==> src/hdl/pfd_params.svh <==
// Reset values for the registers of the phase and frequency detector
`ifndef PFD_PARAMS_SVH
`define PFD_PARAMS_SVH
`define PFD_DIV_RST   1'b0
`define PFD_FLAG_RST  1'b1
`define PFD_OUT_RST   1'b0
`define PFD_SYNC_RST  2'b00
`endif

==> src/hdl/pfd_pkg.sv <==
// Types shared by the phase and frequency detector
package pfd_pkg;
  // One sample of both edge inputs
  typedef struct packed {
    logic reference;
    logic oscillator;
  } edge_pair_t;

  // Operating mode, one-hot
  typedef enum logic [2:0] {
    MODE_PHASE = 3'b001,
    MODE_SLOW  = 3'b010,
    MODE_FAST  = 3'b100
  } mode_t;
endpackage

==> src/hdl/phase_freq_detector.sv <==
// Sampled phase and frequency detector with complementary output pair
`timescale 1ns/100ps
`include "pfd_params.svh"

// Overview of operation
// - Reference and oscillator inputs go through identical logic so their roles can be swapped.
// - The outputs are a true result and its exact complement.
// - The core is two divider flops, two order-tracking flops, two discriminator flops, one XOR and output logic.
// - The block is either in linear phase detection or in frequency discrimination.
// - With inputs close in frequency only the XOR path sets the output.
// - With inputs far apart a discriminator flag overrides the XOR toward the reference.
// - In phase mode the output duty cycle follows the phase difference.
// - Each input first toggles a divide-by-two flop to give square waves.
// - Inputs 180 degrees apart, 90 degrees once halved, give a 50 percent duty cycle, the lock point.
// - Two edges of one input before one of the other drop the matching flag low.
// - Near lock both flags stay high and the XOR passes straight through.
module phase_freq_detector
  import pfd_pkg::*;
(
  // Clock and reset
  input  wire logic clk_sys,
  input  wire logic rst,
  // Edge inputs from pins
  input  wire logic reference_in,
  input  wire logic oscillator_feedback_in,
  // Detector outputs
  output logic      detector_out,
  output logic      detector_out_n,
  output mode_t     mode
);

  // Synchronisers and edge history
  logic [1:0] sync_ref;
  logic [1:0] sync_osc;
  edge_pair_t last_level;
  edge_pair_t edge_seen;

  // Core detector state
  edge_pair_t div;
  edge_pair_t pending;
  logic       freq_low_n;
  logic       freq_high_n;
  edge_pair_t next_div;
  edge_pair_t next_pending;
  logic       next_freq_low_n;
  logic       next_freq_high_n;
  logic       next_out;
  mode_t      next_mode;

  // Two-flop synchronisers; pins are asynchronous to clk_sys
  // Costs three cycles per edge, so each input level must last two cycles
  always_ff @(posedge clk_sys) begin
    if (rst) begin
      sync_ref   <= `PFD_SYNC_RST;
      sync_osc   <= `PFD_SYNC_RST;
      last_level <= '0;
    end else begin
      sync_ref   <= {sync_ref[0], reference_in};
      sync_osc   <= {sync_osc[0], oscillator_feedback_in};
      last_level <= '{reference: sync_ref[1], oscillator: sync_osc[1]};
    end
  end

  // Rising edges, seen only on the settled stage
  // identical paths
  always_comb begin
    edge_seen.reference  = sync_ref[1] & ~last_level.reference;
    edge_seen.oscillator = sync_osc[1] & ~last_level.oscillator;
  end

  // Next state of dividers, order tracking and discriminator flags
  always_comb begin
    next_div.reference  = div.reference ^ edge_seen.reference;
    next_div.oscillator = div.oscillator ^ edge_seen.oscillator;
    // Remember which input edged last; coincident edges cancel
    next_pending.reference  = edge_seen.reference ? ~edge_seen.oscillator
                            : (edge_seen.oscillator ? 1'b0 : pending.reference);
    next_pending.oscillator = edge_seen.oscillator ? ~edge_seen.reference
                            : (edge_seen.reference ? 1'b0 : pending.oscillator);
    next_freq_low_n  = freq_low_n;
    next_freq_high_n = freq_high_n;
    if (edge_seen.oscillator) begin
      next_freq_low_n = 1'b1;
    end
    if (edge_seen.reference) begin
      next_freq_high_n = 1'b1;
    end
    if (edge_seen.reference && pending.reference && !edge_seen.oscillator) begin
      next_freq_low_n = 1'b0;
    end
    if (edge_seen.oscillator && pending.oscillator && !edge_seen.reference) begin
      next_freq_high_n = 1'b0;
    end
  end

  // Output selection from the present core state
  always_comb begin
    if (!freq_low_n) begin
      next_out  = 1'b1;  // Slow oscillator: push tuning up
      next_mode = MODE_SLOW;
    end else if (!freq_high_n) begin
      next_out  = 1'b0;  // Fast oscillator: push tuning down
      next_mode = MODE_FAST;
    end else begin
      next_out  = div.reference ^ div.oscillator;
      next_mode = MODE_PHASE;
    end
  end

  // Register core state and outputs
  // six core flops
  always_ff @(posedge clk_sys) begin
    if (rst) begin
      div            <= '{reference: `PFD_DIV_RST, oscillator: `PFD_DIV_RST};
      pending        <= '0;
      freq_low_n     <= `PFD_FLAG_RST;
      freq_high_n    <= `PFD_FLAG_RST;
      detector_out   <= `PFD_OUT_RST;
      detector_out_n <= ~`PFD_OUT_RST;
      mode           <= MODE_PHASE;
    end else begin
      div            <= next_div;
      pending        <= next_pending;
      freq_low_n     <= next_freq_low_n;
      freq_high_n    <= next_freq_high_n;
      detector_out   <= next_out;
      detector_out_n <= ~next_out;
      mode           <= next_mode;
    end
  end
endmodule

==> config.mk <==
export PLATFORM = sky130hd
export DESIGN_NAME = phase_freq_detector
export DESIGN_NICKNAME = d
export VERILOG_FILES = /design/src/hdl/pfd_pkg.sv /design/src/hdl/phase_freq_detector.sv
export VERILOG_INCLUDE_DIRS = /design/src /design/src/hdl
export SDC_FILE = /design/constraint.sdc
export NUM_CORES = 1
export LEC_CHECK = 0
export ABC_AREA = 1
export BUFFER_PORTS_ARGS = -buffer_cell sky130_fd_sc_hd__buf_4
export CAP_MARGIN = 0
export CELL_PAD_IN_SITES_DETAIL_PLACEMENT = 1
export CELL_PAD_IN_SITES_GLOBAL_PLACEMENT = 1
export CORE_MARGIN = 4
export CORE_UTILIZATION = 38
export DETAILED_ROUTE_END_ITERATION = 12
export MAX_ROUTING_LAYER = met4
export PLACE_DENSITY = 0.78
export SYNTH_ARGS = -nofsm -noshare
export SYNTH_HDL_FRONTEND = slang
export SYNTH_SLANG_ARGS = --single-unit
==> constraint.sdc <==
create_clock -name clk_sys -period 1.05 [get_ports clk_sys]
set_input_delay 0.2625 -clock clk_sys [delete_from_list [all_inputs] [get_ports clk_sys]]
set_output_delay 0.2625 -clock clk_sys [all_outputs]
set_load 0.02 [all_outputs]
# [Word level (Yosys, flattened, before mapping)]
# Cells that the tools add are included.
[op_classes] add_sub_neg=0 n_mul=0 div=0 magnitude_cmp=0 eq_ne=0 shifts=0 muxes=12 n_bitwise=11 reduce_logical=10
[ops] op="$mux W1" n=10
[ops] op="$not A1 Y1" n=6
[ops] op="$reduce_bool A2 Y1" n=3
[ops] op="$logic_and A1 B1 Y1" n=4
[ops] op="$mux W3" n=1
[ops] op="$xor A1 B1 Y1" n=3
[ops] op="$and A1 B1 Y1" n=2
[ops] op="$logic_not A1 Y1" n=2
[ops] op="$mux W2" n=1
[ops] op="$reduce_or A2 Y1" n=1
[word_totals] ff_bits=17 latchBits=0 ramBits=0 mem_bits_ro=0 input_bits=4 wordCells=47 n_memories=0

# [Logic depth before layout (Yosys ltp)]
[depth] ltp_word=5 mapped_depth=5 depth_no_buf=5

# [Worst setup path before layout]
# No wires, ideal clock.
[synth_path] path_kind="input -> register" start="input rst" end="register detector_out_n" setup_ns=0.108 t_arrival_ns=0.618 t_required_ns=0.942 setup_slack_ns=0.324 stages=5 path_buffers=1 path_cell_list="buf_6 -> nor2_4 -> nand3_2 -> nand2_2 -> inv_2"
[synth_lines] element="start: declaration" line_no="phase_freq_detector.sv:22" text="input wire logic rst,"
[synth_lines] element="end signal: assignment" line_no="phase_freq_detector.sv:119" text="detector_out_n <= ~`PFD_OUT_RST;"
[synth_lines] element="end signal: assignment" line_no="phase_freq_detector.sv:127" text="detector_out_n <= ~next_out;"
[synth_lines] element="end: declaration" line_no="phase_freq_detector.sv:28" text="output logic detector_out_n,"

# [Final worst setup path]
[layout_path] start="register detector_out" end="output detector_out"
[layout_lines] element="start: declaration" line_no="phase_freq_detector.sv:27" text="output logic detector_out,"
[layout_lines] element="start signal: assignment" line_no="phase_freq_detector.sv:118" text="detector_out <= `PFD_OUT_RST;"
[layout_lines] element="start signal: assignment" line_no="phase_freq_detector.sv:126" text="detector_out <= next_out;"
# No word-level cell between the ends.

==> qor.yml <==
run_status: "finished clean"
route.antenna.remaining_nets: 0
ys_seq_elements: 17
grt_pass1_wl_um: 1740
wl_um: 944
report.power.total_w: 0.00110
placement_rows: 13
vias: 426
cts_clock_pin_slew_for_the_worst_setup_and_hold_paths_ns: 0.10
crit_fanout: 1
clockRootBuffer: "sky130_fd_sc_hd__clkbuf_4"
final-setup-viol-count: 0
synth_seq_area_share_pct: 57.5
cts_tree: "built"
fillers: 173
pd_cells_nw_per_um2: 1610
synth.top_cells.by_area: "sky130_fd_sc_hd__dfxtp_1 (58%), sky130_fd_sc_hd__inv_1 (9.5%), sky130_fd_sc_hd__nor2_1 (7.6%), sky130_fd_sc_hd__nand2_1 (6.3%), sky130_fd_sc_hd__nand2_2 (4.2%)"
grt_antenna_before_repair: 0
leftover_overflow_at_the_end_of_global_routing: 0
cts_resized: 0
maxCapViolCount: 0
synth_cell_types: 13
worstSetupStartpointType: "flop"
place_area_um2: 659
overall_die_area_um2: 2250
holdWs_ns: 0.173
min-delay-path-class: "primary input to flop"
layout_worst_path_cycle_share_pct: 95.3
synth_fp_nets: 75
timing_worst_setup_path_type: "flop to output pin"
end_kind: "output pin"
stdcell_area_um2: 686
drt_iter0_markers: 3
grt_setup_unrepaired: "no"
peakVddDrop_mv: 0.720
cts-root-to-sink-buffers: 2
synthCells: 71
holdBufCountCts: 0
vias_per_cell: 4.39
nNetsFinal: 87
timing.critical_path.cells: "buf_4"
floorplan.die.width_um: 47.5
design.portCount: 9
avgSynthCellArea_um2: 8.34
cp_num_buf_inv: 1
first_global_vias: 432
i_o_buffers: 8
maximum_number_of_pins_on_one_net_before_global_route_repair: 10
worst_path_max_delay_cell: "sky130_fd_sc_hd__dfxtp_1"
relSlewSlack_pct: 84.4
final_period_minus_worst_setup_slack_ns: 1.00
tritonroute_pass_1_iters: 2
cts_post_setup_buffers_inserted: 0
synth_area_um2: 592
drc_errors: 0
crit_path_max_incr_delay_ns: 0.31
worst_endpoint_required_time_ns: 0.79
finalMaxSlewViolations: 0
core_area_um2: 1380
place_inst: 93
synth_area_leader_cell: "sky130_fd_sc_hd__dfxtp_1"
place_hpwl_um: 704
crit_arrival_ns: 0.74
post-synth-top-area-fraction_pct: 57.5
gp_congestion: 0.720
htree_num_levels: 1
die_height_um: 47.5
clkLatencyLatePin_ns: 0.28
final.setup_skew_ns: 0.00531
wl_per_cell_um: 9.73
synth-warning-count: 0
drive_above_1_share_pct: 28.0
tritoncts.num_buffers: 3
accumulated_negative_setup_slack_ns: 0
clock.fmax_mhz: 999
insertedDiodeCount: 0
critPathTopFamily: "flip-flops"
starting_utilization_of_the_core_area_pct: 42.8
worst-slew-pin-transition_ns: 0.233
leakage_nw: 0.335
clock_sinks: 17
fin_cells: 97
report.final.hold_viol_count: 0
layout-area-overhead-vs-synth_pct: 15.9
grt.total_usage_pct: 11.8
==> area by class of cell <==
| class | count | area (um2) | share of cell area [%] |
|---|---|---|---|
| multi-input combinational | 34 | 166 | 24.3 |
| sequential | 17 | 340 | 49.6 |
| clock buffer | 4 | 26.3 | 3.83 |
| tap | 15 | 18.8 | 2.74 |
| timing repair buffer | 8 | 60.1 | 8.76 |
| inverter | 19 | 73.8 | 10.8 |
==> worst paths after layout <==
check | from | to | slack [ns] | depth (start not counted)
worst max-delay path | detector_out | detector_out | 0.05 | 1
worst min-delay path | oscillator_feedback_in | sync_osc[0] | 0.17 | 3
worst max register to register | last_level[1] | freq_low_n | 0.20 | 4
worst min register to register | sync_osc[0] | sync_osc[1] | 0.41 | 2
==> cells by family (layout without fill, tap and decap cells) <==
family | count (synthesis) | in the layout | synth area share, %
flip-flops | 17 | 17 | 57.5
buffers and inverters | 20 | 31 | 14.4
AND/OR/NAND/NOR | 29 | 29 | 22.6
AO/OA/AOI/OAI | 5 | 5 | 5.50
==> cells in the final DEF, fill, tap and decap left out <==
cell and instances:
sky130_fd_sc_hd__inv_1 15, sky130_fd_sc_hd__nand2_1 10, sky130_fd_sc_hd__nor3_1 1, sky130_fd_sc_hd__inv_4 1, sky130_fd_sc_hd__dfxtp_1 17, sky130_fd_sc_hd__inv_2 3
sky130_fd_sc_hd__nand2_2 4, sky130_fd_sc_hd__a21oi_2 2, sky130_fd_sc_hd__o21ai_0 3, sky130_fd_sc_hd__nor2_1 12, sky130_fd_sc_hd__clkbuf_4 3, sky130_fd_sc_hd__clkbuf_1 1
sky130_fd_sc_hd__nor2_4 1, sky130_fd_sc_hd__nand3_2 1, sky130_fd_sc_hd__buf_4 8
==> cell usage after synthesis <==
| cell type | n |
|---|---|
| sky130_fd_sc_hd__nand2_2 | 4 |
| sky130_fd_sc_hd__a21oi_2 | 2 |
| sky130_fd_sc_hd__nor2_1 | 12 |
| sky130_fd_sc_hd__nand2_1 | 10 |
| sky130_fd_sc_hd__inv_4 | 1 |
| sky130_fd_sc_hd__o21ai_0 | 3 |
| sky130_fd_sc_hd__dfxtp_1 | 17 |
| sky130_fd_sc_hd__inv_2 | 3 |
| sky130_fd_sc_hd__nand3_2 | 1 |
| sky130_fd_sc_hd__inv_1 | 15 |
| sky130_fd_sc_hd__nor2_4 | 1 |
| sky130_fd_sc_hd__nor3_1 | 1 |
| sky130_fd_sc_hd__buf_6 | 1 |
==> sequential cells by signal, indices dropped and copies added (netlist names) <==
name            cells
mode                3
div                 2
last_level          2
pending             2
sync_osc            2
sync_ref            2
detector_out        1
detector_out_n      1
freq_high_n         1
freq_low_n          1
==> where the power goes <==
part	total [W]	internal, W	switching (W)
combinational	0.0000859	0.0000347	0.0000511
sequential	0.000677	0.000668	0.00000976
clock	0.000339	0.000147	0.000191
==> through the flow <==
| stage | setup slack, ns | utilization, % |
|---|---|---|
| finish | 0.0495 | 49.6 |
| global route | 0.0101 | 49.6 |
| CTS | 0.0375 | 49.6 |
| detailed placement | 0.248 | 47.7 |
| global placement | 0.255 | 47.7 |
| floorplan | 0.324 | - |
==> per-layer routing <==
layer	wire, um	global-route usage (%)	part of all wire, %
met5	0	-	0
met1	398	11.7	42
met4	12	4.97	1.3
met3	66	4.51	7.0
met2	466	20.3	49
Power figures use the tool's default switching activity.
